===== src/pkg/sysctl_params.svh =====
// Constants for the system reset and configuration register bank
`ifndef SYSCTL_PARAMS_SVH
`define SYSCTL_PARAMS_SVH
`define SEL_CAUSE 2'h0
`define SEL_FORCE 2'h1
`define SEL_OPTIONS 2'h2
`define SEL_CLKOUT 2'h3
`define BIT_POWER_ON 7
`define BIT_PIN 6
`define BIT_WATCHDOG 5
`define BIT_ILLEGAL 4
`define BIT_CLOCK_GEN 2
`define BIT_LOW_VOLT 1
`define BIT_FORCE 0
`define OPT_WD_ENABLE 7
`define OPT_WD_PERIOD 6
`define OPT_STOP_ENABLE 5
`define OPT_RESET 8'hc0
`define OPT_MASK 8'he3
`define CLK_ENABLE 4
`define CLK_DIV_HI 2
`define CLK_MASK 8'h17
`define WD_SHORT_LOG2 13
`define WD_LONG_LOG2 18
`endif


===== src/pkg/sysctl_pkg.sv =====
// Types for the system reset and configuration register bank
package sysctl_pkg;
    typedef enum logic [1:0] {
        st_run = 2'b00,
        st_reset = 2'b01
    } reset_state_t;
endpackage : sysctl_pkg


===== src/core/clock_out_divider.sv =====
// Divided bus clock generator for the shared port pin
`timescale 1ns/1ps
`default_nettype none
module clock_out_divider #(
    parameter int DIV_W = 3
) (
    input wire logic i_clk,
    input wire logic i_rstn,
    input wire logic i_enable,
    input wire logic [DIV_W-1:0] i_divide,
    output logic o_level
);
    logic [DIV_W-1:0] count;
    logic [DIV_W-1:0] next_count;
    logic level;
    logic next_level;

    // Toggle every divide cycles, so period is twice the field
    always_comb begin
        next_count = count;
        next_level = level;
        if (!i_enable || i_divide == '0) begin
            next_count = '0;
            next_level = 1'b0;
        end else if (count + 1'b1 >= i_divide) begin
            next_count = '0;
            next_level = ~level;
        end else begin
            next_count = count + 1'b1;
        end
    end

    always_ff @(posedge i_clk) begin
        if (!i_rstn) begin
            count <= '0;
            level <= 1'b0;
        end else begin
            count <= next_count;
            level <= next_level;
        end
    end

    assign o_level = level;
endmodule : clock_out_divider
`default_nettype wire


===== src/core/system_reset_config_regs.sv =====
// System reset cause, debug force reset, options and clock output registers
`timescale 1ns/1ps
`default_nettype none
`include "sysctl_params.svh"
module system_reset_config_regs (
    input wire logic i_clk,
    input wire logic i_rstn,
    input wire logic i_power_on_req,
    input wire logic i_low_volt_trip,
    input wire logic i_pin_reset_req,
    input wire logic i_watchdog_timeout,
    input wire logic i_illegal_opcode,
    input wire logic i_stop_exec,
    input wire logic i_background_exec,
    input wire logic i_background_mode_enable,
    input wire logic i_clock_gen_req,
    input wire logic i_low_voltage_reset_enable,
    input wire logic i_low_voltage_stop_enable,
    input wire logic i_wr,
    input wire logic i_rd,
    input wire logic i_debug_access,
    input wire logic [1:0] i_sel,
    input wire logic [7:0] i_wdata,
    input wire logic i_port_dir,
    input wire logic i_port_data,
    output logic [7:0] o_rdata,
    output logic o_reset_req,
    output logic o_watchdog_restart,
    output logic o_watchdog_enable,
    output logic o_watchdog_period_select,
    output logic o_stop_mode_enable,
    output logic [4:0] o_watchdog_log2_period,
    output logic o_shared_port_pin_out,
    output logic o_shared_port_pin_oen
);
    sysctl_pkg::reset_state_t state;
    sysctl_pkg::reset_state_t next_state;
    logic [7:0] cause;
    logic [7:0] next_cause;
    logic [7:0] options;
    logic [7:0] next_options;
    logic options_written;
    logic next_options_written;
    logic [7:0] clk_ctrl;
    logic [7:0] next_clk_ctrl;
    logic [7:0] rdata;
    logic [7:0] next_rdata;
    logic force_req;
    logic next_force_req;
    logic wd_src;
    logic ill_src;
    logic lv_src;
    logic clk_level;

    // Sources that actually produce a reset
    always_comb begin
        wd_src = i_watchdog_timeout && options[`OPT_WD_ENABLE];
        ill_src = i_illegal_opcode || (i_stop_exec && !options[`OPT_STOP_ENABLE])
            || (i_background_exec && !i_background_mode_enable);
        lv_src = i_low_volt_trip && i_low_voltage_reset_enable && i_low_voltage_stop_enable;
    end

    // Reset request combines every source plus the debug force
    assign o_reset_req = force_req || wd_src || ill_src || lv_src || i_clock_gen_req
        || i_pin_reset_req || i_power_on_req;

    assign o_watchdog_restart = i_wr && (i_sel == `SEL_CAUSE);

    // Cause capture; flags only move in st_run on a cycle a reset is requested, so a held request recaptures every second cycle
    always_comb begin
        next_state = state;
        next_force_req = 1'b0;
        case (state)
            sysctl_pkg::st_run: begin
                if (o_reset_req) begin
                    next_state = sysctl_pkg::st_reset;
                end
            end
            sysctl_pkg::st_reset: begin
                next_state = sysctl_pkg::st_run;
            end
            default: next_state = sysctl_pkg::st_run;
        endcase
        // one in bit zero forces reset
        if (i_wr && i_debug_access && i_sel == `SEL_FORCE && i_wdata[`BIT_FORCE]) begin
            next_force_req = 1'b1;
        end
    end

    // Flag values for the reset just taken, held through the reset
    logic [7:0] reset_flags;
    always_comb begin
        reset_flags = 8'h00;
        if (i_power_on_req) begin
            reset_flags[`BIT_POWER_ON] = 1'b1;
            reset_flags[`BIT_LOW_VOLT] = 1'b1;
        end else if (lv_src) begin
            reset_flags[`BIT_POWER_ON] = cause[`BIT_POWER_ON];
            reset_flags[`BIT_LOW_VOLT] = 1'b1;
        end else if (!force_req) begin
            reset_flags[`BIT_PIN] = i_pin_reset_req;
            reset_flags[`BIT_WATCHDOG] = wd_src;
            reset_flags[`BIT_ILLEGAL] = ill_src;
            reset_flags[`BIT_CLOCK_GEN] = i_clock_gen_req;
        end
    end

    // Registered state; system reset restores defaults but not cause
    always_ff @(posedge i_clk) begin
        if (!i_rstn) begin
            state <= sysctl_pkg::st_run;
            force_req <= 1'b0;
            options <= `OPT_RESET;
            options_written <= 1'b0;
            clk_ctrl <= 8'h00;
            rdata <= 8'h00;
        end else begin
            state <= next_state;
            force_req <= next_force_req;
            options <= next_options;
            options_written <= next_options_written;
            clk_ctrl <= next_clk_ctrl;
            rdata <= next_rdata;
        end
    end

    // Cause flags keep their value across the system reset itself
    // software write never alters
    always_ff @(posedge i_clk) begin
        cause <= next_cause;
    end

    always_comb begin
        next_cause = (state == sysctl_pkg::st_run && o_reset_req) ? reset_flags : cause;
    end

    // Options and clock control writes
    always_comb begin
        next_options = options;
        next_options_written = options_written;
        next_clk_ctrl = clk_ctrl;
        if (o_reset_req) begin
            // New reset re-arms the write-once options
            next_options = `OPT_RESET;
            next_options_written = 1'b0;
            next_clk_ctrl = 8'h00;
        end else if (i_wr && i_sel == `SEL_OPTIONS && !options_written) begin
            next_options = i_wdata & `OPT_MASK;
            next_options_written = 1'b1;
        end else if (i_wr && i_sel == `SEL_CLKOUT) begin
            next_clk_ctrl = i_wdata & `CLK_MASK;
        end
    end

    // Read data registered; force register always reads zero
    always_comb begin
        next_rdata = rdata;
        if (i_rd) begin
            if (i_sel == `SEL_CAUSE) begin
                next_rdata = cause;
            end else if (i_sel == `SEL_OPTIONS) begin
                next_rdata = options & `OPT_MASK;
            end else if (i_sel == `SEL_CLKOUT) begin
                next_rdata = clk_ctrl;
            end else begin
                next_rdata = 8'h00;
            end
        end
    end
    assign o_rdata = rdata;

    assign o_watchdog_enable = options[`OPT_WD_ENABLE];
    assign o_watchdog_period_select = options[`OPT_WD_PERIOD];
    assign o_watchdog_log2_period = options[`OPT_WD_PERIOD] ? 5'(`WD_LONG_LOG2) : 5'(`WD_SHORT_LOG2);
    assign o_stop_mode_enable = options[`OPT_STOP_ENABLE];

    clock_out_divider #(
        .DIV_W(3)
    ) u_div (
        .i_clk(i_clk),
        .i_rstn(i_rstn),
        .i_enable(clk_ctrl[`CLK_ENABLE]),
        .i_divide(clk_ctrl[`CLK_DIV_HI:0]),
        .o_level(clk_level)
    );

    assign o_shared_port_pin_out = clk_ctrl[`CLK_ENABLE] ? clk_level : i_port_data;
    assign o_shared_port_pin_oen = !(clk_ctrl[`CLK_ENABLE] || i_port_dir);
endmodule : system_reset_config_regs
`default_nettype wire


===== config.mk =====
export PLATFORM = sky130hd
export DESIGN_NAME = system_reset_config_regs
export DESIGN_NICKNAME = d
export VERILOG_FILES = /design/src/pkg/sysctl_pkg.sv /design/src/core/clock_out_divider.sv /design/src/core/system_reset_config_regs.sv
export VERILOG_INCLUDE_DIRS = /design/src /design/src/pkg
export SDC_FILE = /design/constraint.sdc
export NUM_CORES = 1
export LEC_CHECK = 0
export ABC_AREA = 0
export BUFFER_PORTS_ARGS = -buffer_cell sky130_fd_sc_hd__buf_2
export CORE_MARGIN = 4
export CORE_UTILIZATION = 40
export CTS_BUF_LIST = sky130_fd_sc_hd__clkbuf_2
export DETAILED_ROUTE_END_ITERATION = 7
export PLACE_DENSITY = 0.69
export SYNTH_ARGS = -nofsm -noshare
export SYNTH_HDL_FRONTEND = slang
export SYNTH_SLANG_ARGS = --single-unit

===== constraint.sdc =====
create_clock -name i_clk -period 1.7 [get_ports i_clk]
set_clock_uncertainty 0.05 [all_clocks]
set_input_delay 0.34 -clock i_clk [delete_from_list [all_inputs] [get_ports i_clk]]
set_output_delay 0.34 -clock i_clk [all_outputs]
set_load 0.01 [all_outputs]

# Yosys cells after proc, flatten, opt, wreduce, memory -nomap -nowiden
# Index checks and enable logic that the tools add are counted.
[classes]
order_cmp = 1
n_reduce_logical = 38
n_addsub = 1
n_eq_ne = 4
mux = 8
bitwise_logic = 3
[ops]
columns = ["cell", "n"]
rows = [
  ["two-way mux 8 bit", 2],
  ["logical AND 1 bit", 13],
  ["logical OR 1 bit", 10],
  ["two-way mux 5 bit", 2],
  ["AND reduction 2 bit", 3],
  ["OR reduction 3 bit", 2],
  ["zero test 1 bit", 5],
  ["== test 2 bit (second input constant)", 2],
  ["zero test 2 bit", 2],
  ["two-way mux 1 bit", 4],
  ["OR reduction 2 bit", 2],
  ["adder 3 x 1 -> 3 bit (second input constant)", 1],
  [">= comparator 3 bit", 1],
  ["zero test 3 bit", 1],
  ["NOT 1 bit", 3],
  ["== test 2 x 1 -> 1 bit (second input constant)", 1],
  ["inequality test 2 bit (second input constant)", 1],
]
[word_totals]
reg_bits = 30
in_bits = 28
word_cells = 66
output_inout_bits = 20

# Logic depth before layout (Yosys ltp)
# Gate-level depths: netlist of run 1.
[depth]
word_depth = 11
mapped_depth = 7
depth_no_buf = 7

# Modules after synthesis
# Synthesis of run 1 repeated with hierarchy kept, for this count alone.
[unflattened]
hier_cells = 144
hier_area_um2 = 1430.1
[by_module_without_submodules]
columns = ["mod", "cells_per_inst", "seq_area_each_um2", "area_each_um2", "n_inst"]
rows = [
  ["system_reset_config_regs", 120, 560.5, 1196.1, 1],
  ["clock_out_divider", 24, 80.1, 234.0, 1],
]

# Least setup slack after synthesis of run 1
# No wires, ideal clock.
[synth_timing]
kind = "register -> register"
start = "register u_div.count[0]"
end = "register u_div.count[2]"
required_time_ns = 1.585
slack_ns = 0.006
path_stages_with_launch = 8
n_path_buf = 0
setup_time_ns = 0.065
arrival_time_ns = 1.579
period_less_slack_ns = 1.694
path_cell_list = "dfxtp_1 ha_1 xor2_1 ha_1 a21oi_1 o21ai_0 or2_2 nor2b_1"
[synth_between]
elab_chain_cells = 3
[synth_rtl]
columns = ["item", "line", "source"]
rows = [
  ["start: declaration", "clock_out_divider.sv:13", "logic [DIV_W-1:0] count;"],
  ["start signal: assignment", "clock_out_divider.sv:38", "count <= next_count;"],
  ["adder 3 x 1 -> 3 bit *", "clock_out_divider.sv:25, clock_out_divider.sv:29", ""],
  [">= comparator 3 bit", "clock_out_divider.sv:25", "end else if (count + 1'b1 >= i_divide) begin"],
  ["OR reduction 3 bit (no source line)", "-", ""],
]
# Every way passes the cells marked *; elsewhere a longest branch is shown, timed or not.
# A chain may end at the register's enable or synchronous reset.

# Final worst setup path of run 1
[layout_timing]
start = "register options[5]"
end = "output o_reset_req"
[layout_between]
elab_chain_cells = 9
[layout_rtl]
columns = ["item", "line", "source"]
rows = [
  ["start: declaration", "system_reset_config_regs.sv:40", "logic [7:0] options;"],
  ["start signal: assignment", "system_reset_config_regs.sv:113", "options <= `OPT_RESET;"],
  ["start signal: assignment", "system_reset_config_regs.sv:120", "options <= next_options;"],
  ["zero test 1 bit", "system_reset_config_regs.sv:58", "ill_src = i_illegal_opcode || (i_stop_exec && !options[`OPT_STOP_ENABLE])"],
  ["logical AND 1 bit", "system_reset_config_regs.sv:58", ""],
  ["logical OR 1 bit (2 in series)", "system_reset_config_regs.sv:58", ""],
  ["logical OR 1 bit (3 in series)", "system_reset_config_regs.sv:64", "assign o_reset_req = force_req || wd_src || ill_src || lv_src || i_clock_gen_req"],
  ["logical OR 1 bit (2 in series)", "system_reset_config_regs.sv:65", "|| i_pin_reset_req || i_power_on_req;"],
  ["end: declaration", "system_reset_config_regs.sv:27", "output logic o_reset_req,"],
]
# Every way passes these cells.

==> flow_summary.json, run 1 <==
{
  "routed_wl_um": 2960,
  "slew_viol_final": 0,
  "synth-seq-cells": 29,
  "die_area_um2": 4410,
  "coreArea_um2": 3150,
  "hold_end": "force_req$_SDFF_PN0_",
  "clkPwrFrac_pct": 26.3,
  "status": "finished, violations left",
  "fmax_ghz": 0.559,
  "p_leak_nw": 0.841,
  "drt-initial-drc-count": 63,
  "pin_count": 48,
  "hold_class": "in -> reg",
  "required_ns": 1.31,
  "period_minus_slack_ns": 1.79,
  "vias": 1170,
  "root_buffer": "clkbuf_2",
  "htreeDepth": 2,
  "internal-power_w": 0.000886,
  "syn_inst": 139,
  "failed_checks": "negative setup slack",
  "power_density_nw_per_um2": 671,
  "wire_per_inst_um": 12.4,
  "grt_usage_pct": 14.7,
  "hold_viol_final": 0,
  "place_inst": 228,
  "drv_cap": 0,
  "fin_util_pct": 56.3,
  "grt_pass1_wl_um": 4860,
  "fin_ws_ns": -0.0887,
  "endpoint_kind": "primary output",
  "p_seq_share_pct": 61.5,
  "area_growth_pct": 30.0,
  "synth_cell_type_count": 38,
  "n_antenna_cell": 0,
  "path_max_fanout": 2,
  "path_class": "reg -> out",
  "nets": 226,
  "grt_remaining_overflow": 0,
  "hpwl_um": 2350,
  "finalCritPeriodShare_pct": 105,
  "drtAntennaViolNets": 0,
  "cts_buffers": 5,
  "syn_nets": 171,
  "cts.path.max_buffers": 2,
  "startpoint_type": "flop",
  "place_congestion": 0.740,
  "drive_above_1_share_pct": 42.6,
  "rows": 20,
  "ys_seq_area_share_pct": 46.9,
  "p_comb_share_pct": 12.2,
  "path_clk_slew_ns": 0.16,
  "rr_startpoint": "u_div.count[0]$_SDFF_PP0_",
  "die_y_um": 66.4,
  "tns_ns": -0.0887,
  "hold_depth": 2,
  "rsz0062_at_grt": "true",
  "swShare_pct": 25.7,
  "die_width_um": 66.4,
  "io_buffers": 45,
  "drtPass1Iterations": 4,
  "yosys_warnings": 0,
  "worst_pin_slew_ns": 0.487,
  "hold_buffers": 0,
  "avgSynthCellArea_um2": 9.83,
  "cts_tree": "yes",
  "ir_worst_vdd_uv": 340,
  "grt_start_max_net_pins": 14,
  "final_cells": 239,
  "numClockSinks": 29,
  "drc_errors": 0,
  "rrSetupSlack_ns": 0.05,
  "antenna_found_initial": 0,
  "switching_power_w": 0.000307,
  "crit_arrival_ns": 1.40,
  "slew_headroom_pct": 67.1,
  "start_util_pct": 43.3,
  "clk_latency_ns": 0.35,
  "syn_area_um2": 1370,
  "rr_endpoint": "u_div.o_level$_SDFFE_PP0P_",
  "grt_pass1_vias": 1170,
  "finalSetupViolCount": 1,
  "r2r_cells": 8,
  "vias_per_cell": 4.90,
  "min_from": "i_sel[1]"
}
-- cell families (layout without fill, tap and decap cells) --
family,count (synthesis),after routing,share of synthesized area [%]
xor gates and xnor gates,2,2,1.28
AOI/OAI and AO/OA,15,15,9.25
muxes,14,14,10.4
adders and majority gates,4,4,3.66
DFF,29,29,46.9
buffers and inverters,20,76,7.05
other,1,1,0.274
and+or+nand+nor,54,54,21.2
-- state kept, by name (all words and copies together) (netlist names), 3 cells and up --
signal       count
u_div.count      3
options          5
clk_ctrl         4
cause            6
o_rdata          7
-- power groups by stage --
stage	Clock, W	Combinational, W	Sequential (W)
floorplan	0	0.0000729	0.000752
global placement	0	0.000139	0.000749
detailed placement	0	0.000143	0.000750
CTS	0.000325	0.000146	0.000734
global route	0.000365	0.000159	0.000737
finish	0.000313	0.000145	0.000734
-- metrics by stage --
step	total power, W	worst slack (ns)	hold WS [ns]	area [µm²]
2_1_floorplan	0.000825	0.00573	0.371	1370
6_report	0.00119	-0.0887	0.128	1780
3_5_place_dp	0.000893	-0.0862	0.407	1660
3_3_place_gp	0.000888	0.0162	0.392	1660
5_1_grt	0.00126	-0.184	0.113	1780
4_1_cts	0.00120	-0.122	0.105	1750
-- Yosys cell counts, drive strengths merged --
| cell type | n | share of area [%] |
|---|---|---|
| dfxtp | 23 | 34 |
| nor2 | 18 | 4.9 |
| mux2i | 12 | 8.8 |
| inv | 11 | 3.0 |
| nand2 | 8 | 2.2 |
| and2 | 7 | 3.2 |
| buf | 7 | 3.5 |
| nand3 | 7 | 2.6 |
| edfxtp | 6 | 13 |
| ha | 4 | 3.7 |
| o22ai | 4 | 1.8 |
| nor3b | 3 | 2.0 |
| and3 | 2 | 1.0 |
| clkbuf | 2 | 0.55 |
| mux2 | 2 | 1.6 |
| nand2b | 2 | 0.92 |
| nand4 | 2 | 1.4 |
| nor2b | 2 | 0.92 |
| nor3 | 2 | 1.6 |
| o211a | 2 | 1.5 |
| o21ai | 2 | 0.73 |
| a211oi | 1 | 0.55 |
| a21oi | 1 | 0.37 |
| a221oi | 1 | 1.9 |
| a311oi | 1 | 0.64 |
| a31oi | 1 | 0.46 |
| conb | 1 | 0.27 |
| o2111ai | 1 | 0.64 |
| o311ai | 1 | 0.64 |
| or2 | 1 | 0.46 |
| xnor2 | 1 | 0.64 |
| xor2 | 1 | 0.64 |
-- final cells by class --
cell class | instances | area [µm²]
fill | 299 | 1380
multi-input combinational | 90 | 676
sequential | 29 | 646
timing repair buffer | 57 | 322
tap | 44 | 55.1
inverter | 11 | 41.3
clock buffer | 5 | 25.0
clock inverter | 3 | 12.5
-- placed cells by master, fill, tap and decap left out, types with 2 or more instances in the layout --
cell type	Yosys	layout
clkbuf_2	0	5
nand2b_1	2	2
and2_1	7	7
ha_1	4	3
dfxtp_1	23	19
inv_2	1	2
mux2i_1	12	12
mux2_2	2	2
edfxtp_1	6	6
clkinv_1	0	2
dfxtp_2	0	4
nor3b_1	2	2
o211a_1	2	2
nand2_1	8	8
buf_2	2	44
inv_1	10	9
nor2_1	18	18
nand3_1	7	7
o22ai_1	4	4
nor2b_1	2	2
buf_4	5	12
-- worst max path at each step --
stage                                    from                   endpoint  cells after the start
global placement    u_div.count[0]$_SDFF_PP0_  u_div.count[2]$_SDFF_PP0_                      7
global route          options[5]$_SDFFE_PP0P_                o_reset_req                      5
floorplan           u_div.count[0]$_SDFF_PP0_  u_div.count[2]$_SDFF_PP0_                      7
detailed placement  u_div.count[0]$_SDFF_PP0_  u_div.count[2]$_SDFF_PP0_                      7
CTS                   options[5]$_SDFFE_PP0P_                o_reset_req                      5
finish                options[5]$_SDFFE_PP0P_                o_reset_req                      5
-- worst max-delay path, stage by stage, from the launching register on --
cell and delay (ns):
dfxtp_2 0.37, inv_2 0.04, a221oi_4 0.27, and3_4 0.23, inv_2 0.03, buf_6 0.11
-- layer usage --
metal / vias up / track usage (%) / part of all wire (%)
li1: 584 / - / -
met1: 538 / 16.4 / 42
met2: 38 / 24.4 / 49
met3: 10 / 3.57 / 6.4
met4: 0 / 9.90 / 3.1
met5: - / 0 / 0
-- timing repair --
item                                   CTS  global route
pin swaps                                4             2
setup endpoints to repair                5             6
endpoints found under the hold margin    0             0
resized for setup                       12             4
setup buffers                            1             2
Note: power is estimated with default switching activity, not from simulation.
==> run 2: changes to the inputs <==
- clock period: 1.7 -> 1.5 ns (I/O delays scaled with it)
==> flow_summary.json, run 2 (synthesis gave the netlist of run 1 again) <==
{
  "antenna_found_initial": 0,
  "p_comb_share_pct": 12.3,
  "coreArea_um2": 3150,
  "path_common_cell": "inv_2",
  "rows": 20,
  "internal-power_w": 0.00100,
  "cts.path.max_buffers": 2,
  "switching_power_w": 0.000367,
  "numClockSinks": 29,
  "slew_viol_final": 0,
  "drive_above_1_share_pct": 44.2,
  "hold_viol_final": 0,
  "grt_usage_pct": 16.4,
  "cts_buffers": 5,
  "final_cells": 241,
  "worst_pin_slew_ns": 0.513,
  "layout_commonest_cell": "buf_2",
  "drv_cap": 0,
  "start_util_pct": 43.3,
  "final_cell_mix": "buf_2 (43), dfxtp_1 (19), nor2_1 (15)",
  "place_inst": 229,
  "path_class": "reg -> out",
  "path_clk_slew_ns": 0.17,
  "die_width_um": 66.4,
  "ir_worst_vdd_uv": 422,
  "vias": 1156,
  "grt_pass1_vias": 1182,
  "grt_pass1_wl_um": 5350,
  "finalCritPeriodShare_pct": 116,
  "wire_per_inst_um": 13.5,
  "fmax_ghz": 0.572,
  "path_max_fanout": 2,
  "hold_depth": 3,
  "r2r_cells": 8,
  "drt-initial-drc-count": 58,
  "power_w": 0.00137,
  "required_ns": 1.15,
  "dp_slack_ns": -0.219,
  "endpoint_kind": "primary output",
  "rr_endpoint": "u_div.o_level$_SDFFE_PP0P_",
  "holdWs_ns": 0.113,
  "routed_wl_um": 3250,
  "htreeDepth": 2,
  "crit_arrival_ns": 1.40,
  "status": "finished, violations left",
  "rsz0062_at_grt": "true",
  "largest_reg_flops": 7,
  "grt_start_max_net_pins": 14,
  "cts_tree": "yes",
  "cpPeakStageDelay_ns": 0.36,
  "slowest_stage": "dfxtp_2",
  "startpoint_type": "flop",
  "fin_ws_ns": -0.247,
  "hold_end": "clk_ctrl[2]$_SDFFE_PP0P_",
  "drc_errors": 0,
  "area_growth_pct": 32.7,
  "clkPwrFrac_pct": 27.2,
  "period_minus_slack_ns": 1.75,
  "place_congestion": 0.799,
  "power_density_nw_per_um2": 756,
  "die_y_um": 66.4,
  "p_leak_nw": 0.855,
  "drtPass1Iterations": 4,
  "rr_startpoint": "u_div.count[0]$_SDFF_PP0_",
  "grt_remaining_overflow": 0,
  "slew_headroom_pct": 65.4,
  "failed_checks": "negative setup slack",
  "p_seq_share_pct": 60.5,
  "die_area_um2": 4410,
  "pin_count": 48,
  "rrSetupSlack_ns": -0.23,
  "tns_ns": -1.02,
  "n_antenna_cell": 0,
  "io_buffers": 45,
  "hpwl_um": 2330,
  "cp_cell_sequence": "inv_2, a221oi_4, and3_4, inv_2, buf_6",
  "finalSetupViolCount": 6,
  "swShare_pct": 26.8,
  "root_buffer": "clkbuf_2",
  "drtAntennaViolNets": 0,
  "crit_start": "options[5]$_SDFFE_PP0P_",
  "hold_class": "in -> reg",
  "nets": 228,
  "clk_latency_ns": 0.36,
  "vias_per_cell": 4.80,
  "min_from": "i_wdata[2]"
}
## run 2: cell types whose count changed in the layout (fill, tap and decap cells not counted), moves of 2 or more
cell	change
buf_6	+2
dfxtp_2	-2
dfxtp_4	+2
nor2_1	-3
nor2_2	+3
## run 2: layout make-up
cell class	count	area [µm²]
Sequential cell	29	651
Clock buffer	5	25.0
Timing Repair Buffer	59	347
Multi-Input combinational cell	90	682
Tap cell	44	55.1
Clock inverter	3	12.5
Inverter	11	41.3
Fill cell	288	1340
## run 2: critical path: cells and delay by family (launching register included)
kind	cells	cell delay, ns
simple gates	1	0.23
compound gates	1	0.29
flops	1	0.36
buf+inv	3	0.19
## run 2: through the flow
| stage | util (%) | cell area, µm² |
|---|---|---|
| 5_1_grt | 57.5 | 1810 |
| 3_3_place_gp | 53.4 | 1680 |
| 3_5_place_dp | 53.4 | 1680 |
| 6_report | 57.5 | 1810 |
| 2_1_floorplan | - | 1380 |
| 4_1_cts | 56.9 | 1800 |
## run 2: timing repair
action                     4_1_cts  5_1_grt
hold buffers                     0        0
pin swaps                        6        3
resized for setup               12        6
setup endpoints to repair        6        7
setup buffers                    4        0
## run 2: power by group through the flow
stage / combinational [W] / sequential, W / clock, W
floorplan: 0.0000827 / 0.000852 / 0
global placement: 0.000157 / 0.000850 / 0
detailed placement: 0.000162 / 0.000850 / 0
CTS: 0.000168 / 0.000832 / 0.000377
global route: 0.000185 / 0.000833 / 0.000426
finish: 0.000169 / 0.000830 / 0.000372
## run 2: how the worst max path moves through the flow
stage | endpoint | slack [ns] | depth (start not counted)
finish | o_reset_req | -0.25 | 5
global route | o_reset_req | -0.33 | 5
CTS | o_reset_req | -0.28 | 5
detailed placement | u_div.count[2]$_SDFF_PP0_ | -0.22 | 7
global placement | u_div.count[2]$_SDFF_PP0_ | -0.11 | 7
floorplan | u_div.count[2]$_SDFF_PP0_ | -0.09 | 7
## run 2: metal layers
layer	GRT usage [%]	vias to the layer above	part of all wire (%)
met2	27.8	35	49
met4	6.85	0	1.3
li1	-	586	-
met3	4.08	5	6.0
met1	19.6	530	44
met5	0	-	0
==> run 3: changes to the inputs <==
--- a/config.mk
+++ b/config.mk
@@ -14,3 +14,3 @@
 export DETAILED_ROUTE_END_ITERATION = 7
-export PLACE_DENSITY = 0.69
+export PLACE_DENSITY = 0.66
 export SYNTH_ARGS = -nofsm -noshare
@@ -18 +18,2 @@
 export SYNTH_SLANG_ARGS = --single-unit
+export TNS_END_PERCENT = 5
==> constraint.sdc (replaced) <==
create_clock -name i_clk -period 1.9 [get_ports i_clk]
set_clock_uncertainty 0.05 [all_clocks]
set_input_delay 0.095 -clock i_clk [delete_from_list [all_inputs] [get_ports i_clk]]
set_output_delay 0.095 -clock i_clk [all_outputs]
set_load 0.01 [all_outputs]
==> flow_summary.json, run 3 (synthesis gave the netlist of run 1 again) <==
{
  "status": "finished, final reports clean",
  "vias": 1191,
  "rr_startpoint": "u_div.count[0]$_SDFF_PP0_",
  "n_antenna_cell": 0,
  "tns_ns": 0,
  "drtPass1Iterations": 4,
  "cts_tree": "yes",
  "htreeDepth": 2,
  "grt_remaining_overflow": 0,
  "rrSetupSlack_ns": 0.11,
  "die_area_um2": 4410,
  "die_y_um": 66.4,
  "path_clk_slew_ns": 0.12,
  "num-fill-cells": 306,
  "drtAntennaViolNets": 0,
  "path_class": "in -> out",
  "rows": 20,
  "crit_start": "i_watchdog_timeout",
  "start_util_pct": 43.3,
  "final_cells": 242,
  "final_cell_mix": "buf_2 (45), dfxtp_1 (21), nor2_1 (17)",
  "die_width_um": 66.4,
  "worst_pin_slew_ns": 0.499,
  "rsz0062_at_grt": "false",
  "crit_arrival_ns": 1.73,
  "area_growth_pct": 31.2,
  "fin_util_pct": 56.9,
  "drv_cap": 0,
  "ir_worst_vdd_uv": 342,
  "hold_viol_final": 0,
  "nets": 229,
  "coreArea_um2": 3150,
  "cts.path.max_buffers": 2,
  "io_buffers": 45,
  "grt_pass1_vias": 1202,
  "min_from": "i_rd",
  "place_inst": 219,
  "holdWs_ns": 0.0130,
  "power_w": 0.00110,
  "slew_viol_final": 0,
  "slew_headroom_pct": 66.5,
  "hold_class": "in -> reg",
  "layout_commonest_cell": "buf_2",
  "drive_above_1_share_pct": 32.8,
  "antenna_found_initial": 0,
  "root_buffer": "clkbuf_2",
  "drt-initial-drc-count": 58,
  "hpwl_um": 2300,
  "clk_latency_ns": 0.36,
  "cts_buffers": 5,
  "p_leak_nw": 0.832,
  "wire_per_inst_um": 13.1,
  "multiInputGateArea_um2": 639,
  "endpoint_kind": "primary output",
  "finalCritPeriodShare_pct": 98.6,
  "pin_count": 48,
  "startpoint_type": "primary input",
  "routed_wl_um": 3170,
  "grt_pass1_wl_um": 5320,
  "grt_start_max_net_pins": 13,
  "vias_per_cell": 4.92,
  "finalSetupViolCount": 0,
  "required_ns": 1.75,
  "place_congestion": 0.796,
  "largest_reg_flops": 7,
  "period_minus_slack_ns": 1.87,
  "grt_usage_pct": 16.3,
  "fmax_ghz": 0.534,
  "power_density_nw_per_um2": 615,
  "regArea_um2": 643,
  "path_max_fanout": 5,
  "numClockSinks": 29,
  "post_cts_buffers": 0,
  "drc_errors": 0
}
run 3: critical path: stages:
cell	delay, ns
dlygate4sd3_1	0.54
buf_2	0.13
a211oi_1	0.46
and3_2	0.33
inv_1	0.05
buf_2	0.13
run 3: path summary, 6_finish.rpt:
check | end | cells past startpoint
hold / removal | o_rdata[1]$_SDFFE_PN0P_ | 2
hold reg to reg | u_div.count[0]$_SDFF_PP0_ | 1
setup / recovery | o_reset_req | 6
setup reg to reg | u_div.count[2]$_SDFF_PP0_ | 7
run 3: final cells by class:
type / instances / area share [%]
Sequential cell: 29 / 35.9
Multi-Input combinational cell: 90 / 35.7
Timing Repair Buffer: 60 / 20.9
Tap cell: 44 / 3.07
Inverter: 11 / 2.30
Clock buffer: 7 / 1.95
Clock inverter: 1 / 0.209
run 3: metrics by stage:
step                      worst slack (ns)  instance area [µm²]
final                               0.0272                 1790
after global routing              0.000996                 1790
after CTS                           0.0594                 1780
after detailed placement             0.104                 1590
after global placement               0.160                 1590
after floorplan                      0.206                 1370
run 3: what timing repair did:
action / CTS / global route
hold buffers: 15 / 0
endpoints found under the setup margin: 0 / 4
gates resized for setup: 0 / 5
hold endpoints to repair: 14 / 0
run 3: power by group:
group | switching [W] | leakage (nW) | total, W | internal [W]
sequential | 0.00000721 | 0.250 | 0.000657 | 0.000650
clock | 0.000206 | 0.0306 | 0.000305 | 0.0000984
combinational | 0.0000688 | 0.551 | 0.000141 | 0.0000723
total | 0.000282 | 0.832 | 0.00110 | 0.000820
run 3: layer usage:
metal	track usage [%]	part of all wire (%)	up-vias
met5	0	0	-
met4	8.38	1.3	0
met3	4.08	6.8	4
met2	28.0	51	48
met1	18.6	41	550
li1	-	-	589
